`config.mk`:
```
export PLATFORM = sky130hd
export DESIGN_NAME = ctx_exec
export DESIGN_NICKNAME = d
export VERILOG_FILES = /design/src/verilog/ctx_pkg.sv /design/src/verilog/ctx_exec.sv
export SDC_FILE = /design/constraint.sdc
export NUM_CORES = 1
export LEC_CHECK = 0
export ABC_AREA = 1
export BUFFER_PORTS_ARGS = -buffer_cell sky130_fd_sc_hd__buf_4
export CORE_ASPECT_RATIO = 0.6
export CORE_MARGIN = 8
export CORE_UTILIZATION = 64
export DETAILED_ROUTE_END_ITERATION = 16
export PLACE_DENSITY_LB_ADDON = 0.12
export SYNTH_ARGS = -nofsm -noshare
export SYNTH_HDL_FRONTEND = slang
export SYNTH_SLANG_ARGS = --single-unit
```
`constraint.sdc`:
```
create_clock -name clk_i -period 4.2 [get_ports clk_i]
set_input_delay 0.21 -clock clk_i [delete_from_list [all_inputs] [get_ports clk_i]]
set_output_delay 0.21 -clock clk_i [all_outputs]
set_load 0.1 [all_outputs]
```
`src/verilog/ctx_pkg.sv`:
```
// constants and types for the transfer and test execution block
package ctx_pkg;
  // opcodes
  localparam logic [7:0] OP_FLAGS_TO_ACC = 8'h85;
  localparam logic [7:0] OP_TEST_DIR = 8'h3D;
  localparam logic [7:0] OP_TEST_ACC = 8'h4D;
  localparam logic [7:0] OP_TEST_INDEX_LOW = 8'h5D;
  localparam logic [7:0] OP_TEST_OFS8 = 8'h6D;
  localparam logic [7:0] OP_TEST_NO_OFS = 8'h7D;
  localparam logic [7:0] OP_PREFIX = 8'h9E;
  localparam logic [7:0] OP_STACK_TO_INDEX_PAIR = 8'h95;
  localparam logic [7:0] OP_INDEX_LOW_TO_ACC = 8'h9F;
  localparam logic [7:0] OP_INDEX_PAIR_TO_STACK = 8'h94;
  // cycle totals
  localparam logic [2:0] CYC_ONE = 3'h1;
  localparam logic [2:0] CYC_TEST_DIR = 3'h3;
  localparam logic [2:0] CYC_TEST_OFS8 = 3'h3;
  localparam logic [2:0] CYC_TEST_NO_OFS = 3'h2;
  localparam logic [2:0] CYC_TEST_STACK = 3'h4;
  localparam logic [2:0] CYC_PAIR_XFER = 3'h2;
  // condition flag bit positions
  localparam int FLAG_V = 7;
  localparam int FLAG_N = 2;
  localparam int FLAG_Z = 1;
  // register byte offsets
  localparam logic [7:0] OFS_CTRL = 8'h00;
  localparam logic [7:0] OFS_STATUS = 8'h04;
  localparam logic [7:0] OFS_ACC = 8'h08;
  localparam logic [7:0] OFS_INDEX_LOW = 8'h0C;
  localparam logic [7:0] OFS_INDEX_HIGH = 8'h10;
  localparam logic [7:0] OFS_STACK = 8'h14;
  localparam logic [7:0] OFS_FLAGS = 8'h18;
  localparam logic [7:0] OFS_PC = 8'h1C;
  // reset values
  localparam logic [7:0] RST_FLAGS = 8'h68;
  localparam logic [15:0] RST_STACK = 16'h00FF;
  localparam logic [15:0] RST_PC = 16'h0000;

  typedef struct packed {
    logic [7:0] acc;
    logic [7:0] x_low;
    logic [7:0] x_high;
    logic [15:0] sp;
    logic [7:0] flags;
    logic [15:0] pc;
  } ctx_core_type;

  typedef enum logic [2:0] {
    ST_IDLE = 3'b000,
    ST_OPC = 3'b001,
    ST_PRE = 3'b010,
    ST_OPR = 3'b011,
    ST_MEM = 3'b100,
    ST_WAIT = 3'b101
  } ctx_state_type;
endpackage
```
`src/verilog/ctx_exec.sv`:
```
// execution block for flag, index, stack transfers and operand tests
`timescale 1ns/1ps
module ctx_exec #(
  parameter int WB_ADR_W = 8
) (
  input wire logic clk_i,
  input wire logic rst_i,
  input wire logic wb_cyc_i,
  input wire logic wb_stb_i,
  input wire logic wb_we_i,
  input wire logic [WB_ADR_W-1:0] wb_adr_i,
  input wire logic [3:0] wb_sel_i,
  input wire logic [31:0] wb_dat_i,
  output logic [31:0] wb_dat_o,
  output logic wb_ack_o,
  output logic [15:0] mem_addr_o,
  output logic mem_rd_o,
  input wire logic [7:0] mem_data_i
);
  if (WB_ADR_W < 5 || WB_ADR_W > 8) begin : g_bad_width
    $error("WB_ADR_W must lie between 5 and 8");
  end

  ctx_pkg::ctx_core_type core_ff, nxt_core;
  ctx_pkg::ctx_state_type state_ff, nxt_state;
  logic [7:0] op_ff, nxt_op;
  logic [2:0] cnt_ff, nxt_cnt;
  logic [2:0] total_ff, nxt_total;
  logic illegal_ff, nxt_illegal;
  logic ack_ff, nxt_ack;
  logic [31:0] dat_ff, nxt_dat;
  logic [15:0] addr_ff, nxt_addr;
  logic rd_ff, nxt_rd;
  logic [7:0] adr8;
  logic req;
  logic [15:0] pair;
  logic [7:0] tst_val;
  logic commit;

  assign adr8 = 8'(wb_adr_i);
  assign req = wb_cyc_i & wb_stb_i;
  assign pair = {core_ff.x_high, core_ff.x_low};

  always_comb begin
    nxt_core = core_ff;
    nxt_state = state_ff;
    nxt_op = op_ff;
    nxt_cnt = cnt_ff;
    nxt_total = total_ff;
    nxt_illegal = illegal_ff;
    nxt_addr = addr_ff;
    nxt_rd = 1'b0;
    nxt_ack = req & ~ack_ff;
    nxt_dat = 32'h0000_0000;
    tst_val = mem_data_i;
    commit = 1'b0;
    if (state_ff != ctx_pkg::ST_IDLE) begin
      nxt_cnt = cnt_ff + 3'h1;
    end
    unique case (state_ff)
      ctx_pkg::ST_IDLE: begin
        if (req & ack_ff & wb_we_i & wb_sel_i[0] &
            (adr8 == ctx_pkg::OFS_CTRL) & wb_dat_i[0]) begin
          nxt_state = ctx_pkg::ST_OPC;
          nxt_addr = core_ff.pc;
          nxt_rd = 1'b1;
          nxt_core.pc = core_ff.pc + 16'h0001;
          nxt_cnt = 3'h1;
          nxt_illegal = 1'b0;
        end
      end
      ctx_pkg::ST_OPC: begin
        nxt_op = mem_data_i;
        nxt_state = ctx_pkg::ST_IDLE;
        unique case (mem_data_i)
          ctx_pkg::OP_PREFIX: begin
            nxt_state = ctx_pkg::ST_PRE;
            nxt_addr = core_ff.pc;
            nxt_rd = 1'b1;
            nxt_core.pc = core_ff.pc + 16'h0001;
          end
          ctx_pkg::OP_TEST_DIR, ctx_pkg::OP_TEST_OFS8: begin
            nxt_total = (mem_data_i == ctx_pkg::OP_TEST_DIR) ?
              ctx_pkg::CYC_TEST_DIR : ctx_pkg::CYC_TEST_OFS8;
            nxt_state = ctx_pkg::ST_OPR;
            nxt_addr = core_ff.pc;
            nxt_rd = 1'b1;
            nxt_core.pc = core_ff.pc + 16'h0001;
          end
          ctx_pkg::OP_TEST_NO_OFS: begin
            nxt_total = ctx_pkg::CYC_TEST_NO_OFS;
            nxt_state = ctx_pkg::ST_MEM;
            nxt_addr = pair;
            nxt_rd = 1'b1;
          end
          ctx_pkg::OP_STACK_TO_INDEX_PAIR,
          ctx_pkg::OP_INDEX_PAIR_TO_STACK: begin
            nxt_total = ctx_pkg::CYC_PAIR_XFER;
            nxt_state = ctx_pkg::ST_WAIT;
          end
          ctx_pkg::OP_FLAGS_TO_ACC: begin
            nxt_total = ctx_pkg::CYC_ONE;
            nxt_core.acc = core_ff.flags;
            commit = 1'b1;
          end
          ctx_pkg::OP_INDEX_LOW_TO_ACC: begin
            nxt_total = ctx_pkg::CYC_ONE;
            nxt_core.acc = core_ff.x_low;
            commit = 1'b1;
          end
          ctx_pkg::OP_TEST_ACC, ctx_pkg::OP_TEST_INDEX_LOW: begin
            nxt_total = ctx_pkg::CYC_ONE;
            tst_val = (mem_data_i == ctx_pkg::OP_TEST_ACC) ?
              core_ff.acc : core_ff.x_low;
            nxt_core.flags[ctx_pkg::FLAG_V] = 1'b0;
            nxt_core.flags[ctx_pkg::FLAG_N] = tst_val[7];
            nxt_core.flags[ctx_pkg::FLAG_Z] = (tst_val == 8'h00);
            commit = 1'b1;
          end
          default: nxt_illegal = 1'b1;
        endcase
      end
      ctx_pkg::ST_PRE: begin
        nxt_op = mem_data_i;
        nxt_state = ctx_pkg::ST_IDLE;
        if (mem_data_i == ctx_pkg::OP_TEST_OFS8) begin
          nxt_total = ctx_pkg::CYC_TEST_STACK;
          nxt_state = ctx_pkg::ST_OPR;
          nxt_addr = core_ff.pc;
          nxt_rd = 1'b1;
          nxt_core.pc = core_ff.pc + 16'h0001;
        end else begin
          nxt_illegal = 1'b1;
        end
      end
      ctx_pkg::ST_OPR: begin
        nxt_state = ctx_pkg::ST_MEM;
        nxt_rd = 1'b1;
        if (op_ff == ctx_pkg::OP_TEST_DIR) begin
          nxt_addr = {8'h00, mem_data_i};
        end else if (cnt_ff == 3'h3) begin
          nxt_addr = core_ff.sp + {8'h00, mem_data_i};
        end else begin
          nxt_addr = pair + {8'h00, mem_data_i};
        end
      end
      ctx_pkg::ST_MEM: begin
        nxt_state = ctx_pkg::ST_IDLE;
        nxt_core.flags[ctx_pkg::FLAG_V] = 1'b0;
        nxt_core.flags[ctx_pkg::FLAG_N] = mem_data_i[7];
        nxt_core.flags[ctx_pkg::FLAG_Z] = (mem_data_i == 8'h00);
        commit = 1'b1;
      end
      ctx_pkg::ST_WAIT: begin
        nxt_state = ctx_pkg::ST_IDLE;
        commit = 1'b1;
        if (op_ff == ctx_pkg::OP_STACK_TO_INDEX_PAIR) begin
          {nxt_core.x_high, nxt_core.x_low} =
            core_ff.sp + 16'h0001;
        end else begin
          nxt_core.sp = pair - 16'h0001;
        end
      end
    endcase
    // register bus: write at the acknowledging edge
    if (req & ack_ff & wb_we_i & (state_ff == ctx_pkg::ST_IDLE)) begin
      unique case (adr8)
        ctx_pkg::OFS_ACC:
          if (wb_sel_i[0]) nxt_core.acc = wb_dat_i[7:0];
        ctx_pkg::OFS_INDEX_LOW:
          if (wb_sel_i[0]) nxt_core.x_low = wb_dat_i[7:0];
        ctx_pkg::OFS_INDEX_HIGH:
          if (wb_sel_i[0]) nxt_core.x_high = wb_dat_i[7:0];
        ctx_pkg::OFS_FLAGS:
          if (wb_sel_i[0]) nxt_core.flags = wb_dat_i[7:0];
        ctx_pkg::OFS_STACK: begin
          if (wb_sel_i[0]) nxt_core.sp[7:0] = wb_dat_i[7:0];
          if (wb_sel_i[1]) nxt_core.sp[15:8] = wb_dat_i[15:8];
        end
        ctx_pkg::OFS_PC: begin
          if (wb_sel_i[0]) nxt_core.pc[7:0] = wb_dat_i[7:0];
          if (wb_sel_i[1]) nxt_core.pc[15:8] = wb_dat_i[15:8];
        end
        default: ;
      endcase
    end
    if (req & ~ack_ff & ~wb_we_i) begin
      unique case (adr8)
        ctx_pkg::OFS_STATUS:
          nxt_dat = {16'h0000, op_ff, 6'h00, illegal_ff,
                     state_ff != ctx_pkg::ST_IDLE};
        ctx_pkg::OFS_ACC: nxt_dat = {24'h00_0000, core_ff.acc};
        ctx_pkg::OFS_INDEX_LOW: nxt_dat = {24'h00_0000, core_ff.x_low};
        ctx_pkg::OFS_INDEX_HIGH: nxt_dat = {24'h00_0000, core_ff.x_high};
        ctx_pkg::OFS_FLAGS: nxt_dat = {24'h00_0000, core_ff.flags};
        ctx_pkg::OFS_STACK: nxt_dat = {16'h0000, core_ff.sp};
        ctx_pkg::OFS_PC: nxt_dat = {16'h0000, core_ff.pc};
        default: nxt_dat = 32'h0000_0000;
      endcase
    end
  end

  always_ff @(posedge clk_i) begin
    if (rst_i) begin
      core_ff <= '{acc: 8'h00, x_low: 8'h00, x_high: 8'h00,
                   sp: ctx_pkg::RST_STACK, flags: ctx_pkg::RST_FLAGS,
                   pc: ctx_pkg::RST_PC};
      state_ff <= ctx_pkg::ST_IDLE;
      op_ff <= 8'h00;
      cnt_ff <= 3'h0;
      total_ff <= 3'h0;
      illegal_ff <= 1'b0;
      ack_ff <= 1'b0;
      dat_ff <= 32'h0000_0000;
      addr_ff <= 16'h0000;
      rd_ff <= 1'b0;
    end else begin
      core_ff <= nxt_core;
      state_ff <= nxt_state;
      op_ff <= nxt_op;
      cnt_ff <= nxt_cnt;
      total_ff <= nxt_total;
      illegal_ff <= nxt_illegal;
      ack_ff <= nxt_ack;
      dat_ff <= nxt_dat;
      addr_ff <= nxt_addr;
      rd_ff <= nxt_rd;
    end
  end

  assign wb_ack_o = ack_ff;
  assign wb_dat_o = dat_ff;
  assign mem_addr_o = addr_ff;
  assign mem_rd_o = rd_ff;
endmodule

```
# [After elaboration in Yosys (flattened, before gate mapping)]
# Cells that the tools add are included.
[word_totals] register_bits=129 word_cells=133 input_bits=57
[classes] n_eq_ne=30 n_reduce_logical=19 n_addsub=6 bitwise=12 muxes=51
[op_table] cell="16-bit 2-to-1 mux" n=11
[op_table] cell="8-bit 2-to-1 mux" n=14
[op_table] cell="16-bit case mux with 7 select lines" n=1
[op_table] cell="64-bit 2-to-1 mux" n=1
[op_table] cell="16-bit case mux with 4 select lines" n=1
[op_table] cell="8-bit equality test, second input constant" n=6
[op_table] cell="16-bit case mux with 3 select lines" n=1
[op_table] cell="16-bit by 1-bit adder with 16-bit output, second input constant" n=2
[op_table] cell="16-bit by 8-bit adder with 16-bit output" n=2
[op_table] cell="8-bit by 5-bit equality test with 1-bit output, second input constant" n=4
[op_table] cell="8-bit by 7-bit equality test with 1-bit output, second input constant" n=4
[op_table] cell="32-bit 2-to-1 mux" n=1
[op_table] cell="16-bit case mux with 2 select lines" n=1
[op_table] cell="8-bit zero test" n=3
[op_table] cell="8-bit by 4-bit equality test with 1-bit output, second input constant" n=2
[op_table] cell="8-bit by 6-bit equality test with 1-bit output, second input constant" n=2
[op_table] cell="8-bit case mux with 2 select lines" n=1
[op_table] cell="16-bit by 1-bit subtractor with 16-bit output, second input constant" n=1
[op_table] cell="3-bit case mux with 5 select lines" n=1
[op_table] cell="3-bit 2-to-1 mux" n=4
[op_table] cell="3-bit case mux with 4 select lines" n=1
[op_table] cell="2-bit OR reduction" n=6
[op_table] cell="10-bit OR reduction" n=1
[op_table] cell="1-bit bitwise AND" n=9
[op_table] cell="other kinds (21)" n=38

# [Longest topological paths before layout]
[logic_depth] depth_word=11 depth_mapped=20 depth_no_buf=18

# [Worst setup path before layout]
# No wires, ideal clock.
[synth_path] path_kind="register to register" from="register cnt_ff[0]" to="register addr_ff[12], in the netlist mem_addr_o[12]" period_less_slack_ns=2.665 path_stages_with_launch=20 t_arrival_ns=2.532 slack_ns=1.535 cell_sequence="dfxtp_1 > ha_1 > ha_1 > buf_2 > clkbuf_1 > nand2_1 > o21ai_0 > ha_1 > inv_1 > fa_1 > inv_1 > nand2_1 > nand3_1 > nand2_1 > nand2_1 > nand3_1 > nand3_1 > nand2_1 > nand2_1 > a21oi_1"
[synth_via] elab_chain_len=4
[synth_rtl] item="start: declaration" line="ctx_exec.sv:27" rtl="logic [2:0] cnt_ff, nxt_cnt;"
[synth_rtl] item="start signal: assignment" line="ctx_exec.sv:221" rtl="cnt_ff <= nxt_cnt;"
[synth_rtl] item="3-bit by 2-bit equality test with 1-bit output" line="ctx_exec.sv:141" rtl="end else if (cnt_ff == 3'h3) begin"
[synth_rtl] item="16-bit 2-to-1 mux" line="ctx_exec.sv:141"
[synth_rtl] item="16-bit 2-to-1 mux" line="ctx_exec.sv:139" rtl="if (op_ff == ctx_pkg::OP_TEST_DIR) begin"
[synth_rtl] item="16-bit case mux with 4 select lines" line="ctx_exec.sv:60" rtl="unique case (state_ff)"
[synth_rtl] item="end signal: assignment" line="ctx_exec.sv:226" rtl="addr_ff <= nxt_addr;"
[synth_rtl] item="end: declaration" line="ctx_exec.sv:32" rtl="logic [15:0] addr_ff, nxt_addr;"
# Every way passes these cells.
# A chain may end at the register's enable or synchronous reset.

# [Final worst setup path]
[layout_path] from="register cnt_ff[0]" to="register addr_ff[11], in the netlist mem_addr_o[11]"
# Same word-level chain as after synthesis.

==> results.tsv <==
stage	metric	value	unit
setup_path	Setup crit end kind	flip-flop	
setup_path	worst setup path class	reg -> reg	
cts	post-CTS setup buffers	0	
sta	endpoints failing hold	0	
die	Initial Util	66.24	%
die	die width	160.7	µm
cts	clk slew on worst S/H paths	60	ps
cts	# clock sinks	113	
sta	min cycle time layout	3198	ps
sta	total negative slack	0	ps
synth	area share of the largest cell type after synthesis	28.13	%
setup_path	crit path DAT	3530	ps
setup_path	critical path startpoint category	flip-flop	
synth	Yosys reg bits	113	
layout	post-layout util	75.02	%
synth	predominant post-synthesis flop cell	dfxtp_1	
synth	number of synthesized flops with an enable pin	0	
power_and_ir_drop	leak pwr	4.114	nW
die	Die ar.	16530	µm²
drt	1st-pass router iterations	7	
placed_design	IO Port Bufs	72	
setup_path	crit path to	mem_addr_o[11]	
drt	post-route ant nets	0	
cts	later-pin clock latency in the skew report	430	ps
drt	Vias	9520	
sta	relative slew slack	18.82	%
synth	top cells by count, synth	nand2_1 (324), inv_1 (145), nor2_1 (122)	
cts	cts hold-fix bufs	0	
layout	synthesis-to-layout area growth	13.26	%
placed_design	DPL Wire Length	22790	µm
placed_design	Placer Congestion	1.018	
die	Ports	107	
drt	Final Routed Wirelength	30250	µm
synth	Netlist cell types	48	
drt	vias per cell	6.280	
cts	cts repair resizes	0	
layout	layout cells sized above 1	12.14	%
synth	Post-Syn Area	8041	µm²
setup_path	R2R cell count	14	
power_and_ir_drop	Tot Pwr	2.841	mW
sta	unrepaired setup endpoints after global routing	false	
synth	Synth Instances	1292	
cts	CTS tree	built	
synth	Mapped Avg Cell Area	6.224	µm²
cts	# H-tree levels	4	
sta	Slew @ Worst Pin	1216	ps
sta	fin. max-slew vios	0	
global_routing	largest net degree at the start of global routing	45	
die	Core Footprint	12140	µm²
synth	top cell type by total area after synthesis	dfxtp_1	
sta	Final Skew	12.04	ps
global_routing	first-pass GRT wire length	46500	µm
global_routing	Global Route Usage Sum	35.91	%
sta	final setup violation count	0	
die	num rows	31	
setup_path	worst reg-to-reg setup slack	1000	ps
cts	Num CTS Buffers	17	
cts	root buffer cell	clkbuf_16	
cts	clock tree buffer depth	2	
sta	Max Fclk	312.7	MHz
drt	initial DRC count	1486	
power_and_ir_drop	peak supply drop	0.0002499	V
synth	asr flop ratio synth	0	%
job	Max Cap Violations	0	
global_routing	GR Overflow Total	0	
drt	WL/cell	19.96	µm
synth	top-count cell post-synth	nand2_1	
synth	top post-synthesis cells by area	dfxtp_1 (28%), nand2_1 (15%), inv_1 (6.8%)	
global_routing	initial antenna violation count	0	
drt	DR DRC count	0	
setup_path	worst path required time	4530	ps
synth	Seq/Total Area, Yosys	28.13	%
placed_design	Post-DP Area	8477	µm²
layout	# fillers	1016	
synth	Syn. warnings	0	
layout	Final #Nets	1411	
setup_path	reg2reg end	mem_addr_o[11]	
layout	final instance area	9107	µm²
setup_path	FF-to-FF Start	cnt_ff[0]	
sta	period utilization	76.15	%
setup_path	Crit Path Max Fanout	20	
outcome	run status	finished, final reports clean	
layout	Ant. Diodes	0	
global_routing	vias in the first global route	8312	
sta	Min Hold Slack	34.65	ps
setup_path	Worst Setup SP	cnt_ff[0]	
hold_path	HP Class	in -> reg	
power_and_ir_drop	Power Density	312.0	nW/µm²
die	Die Y-Extent	102.8	µm
==> logic make-up (layout without fill, tap and decap cells) <==
family	Yosys count	count (layout)	share of synthesized area (%)
compound gates	287	287	19.98
xor+xnor	12	12	1.307
fa+ha+maj	16	16	2.583
buf+inv	229	273	12.62
flops	113	113	28.13
other cells	1	16	0.04663
simple gates	634	634	35.34
==> layer usage <==
layer | routed length [µm] | track usage (%)
met1 | 12430 | 50.57
met2 | 11860 | 51.18
met3 | 5182 | 11.68
met4 | 781 | 10.19
met5 | 0 | 0
==> worst min path at each step <==
stage / startpoint / end / slack, ps / cells past startpoint
detailed placement: mem_addr_o[13] / mem_addr_o[13] / 460 / 2
global route: wb_dat_i[13] / core_ff[37] / 50 / 3
CTS: wb_dat_i[13] / core_ff[37] / 40 / 3
finish: wb_dat_i[12] / core_ff[12] / 30 / 3
global placement: wb_dat_i[12] / core_ff[12] / 440 / 3
floorplan: mem_data_i[0] / op_ff[0] / 340 / 2
==> report_power, final <==
part | total (mW) | leakage (nW) | switching, mW | internal, mW
Clock | 1.59 | 0.310 | 0.549 | 1.04
Combinational | 0.183 | 2.89 | 0.142 | 0.0407
Sequential | 1.07 | 0.910 | 0.000360 | 1.07
Total | 2.84 | 4.11 | 0.692 | 2.15
==> sequential cells by signal (all words and copies together) (netlist names) <==
name,cells
wb_ack_o,1
mem_rd_o,1
cnt_ff,3
illegal_ff,1
op_ff,8
mem_addr_o,16
core_ff,64
wb_dat_o,16
state_ff,3
==> critical path, cell delays in order (launching register included) <==
cell     delay (ps)
dfxtp_1         350
ha_1            190
ha_1            640
o21ai_0         360
ha_1            300
nand2_1          80
nand2_1         120
a21oi_1         290
nand2_1         190
nand2_1         110
nand4_1          80
nand3_1          80
nand4_1         160
nand2_1         110
inv_1            50
==> area by class of cell <==
class	count	area, µm²	area share (%)
clock buffers	22	474.2	5.207
clock inverters	10	156.4	1.717
inverters	167	631.9	6.938
multi-input cells	965	4821	52.93
flip-flops and latches	113	2262	24.84
well taps	165	206.4	2.267
repair buffers	74	555.5	6.100
==> stage by stage <==
stage	worst slack, ps	instances
finish	1002	1516
global route	708.1	1516
detailed placement	1128	1484
CTS	1109	1516
floorplan	1535	1307
global placement	1223	1484
==> cell usage in the layout, fill, tap and decap left out, drive strengths merged, types with 7 or more instances in the layout <==
cell type and instances:
a22oi 7, nor3 22, xor2 9, nand3 113, nand4 16, conb 16, o22ai 18, ha 15
clkbuf 22, dfxtp 113, buf 74, a21oi 91, o21ai 114, nand2 334, o211ai 26, nor2 136
nand3b 8, a31oi 19, inv 166
Note: power is estimated with default switching activity, not from simulation.
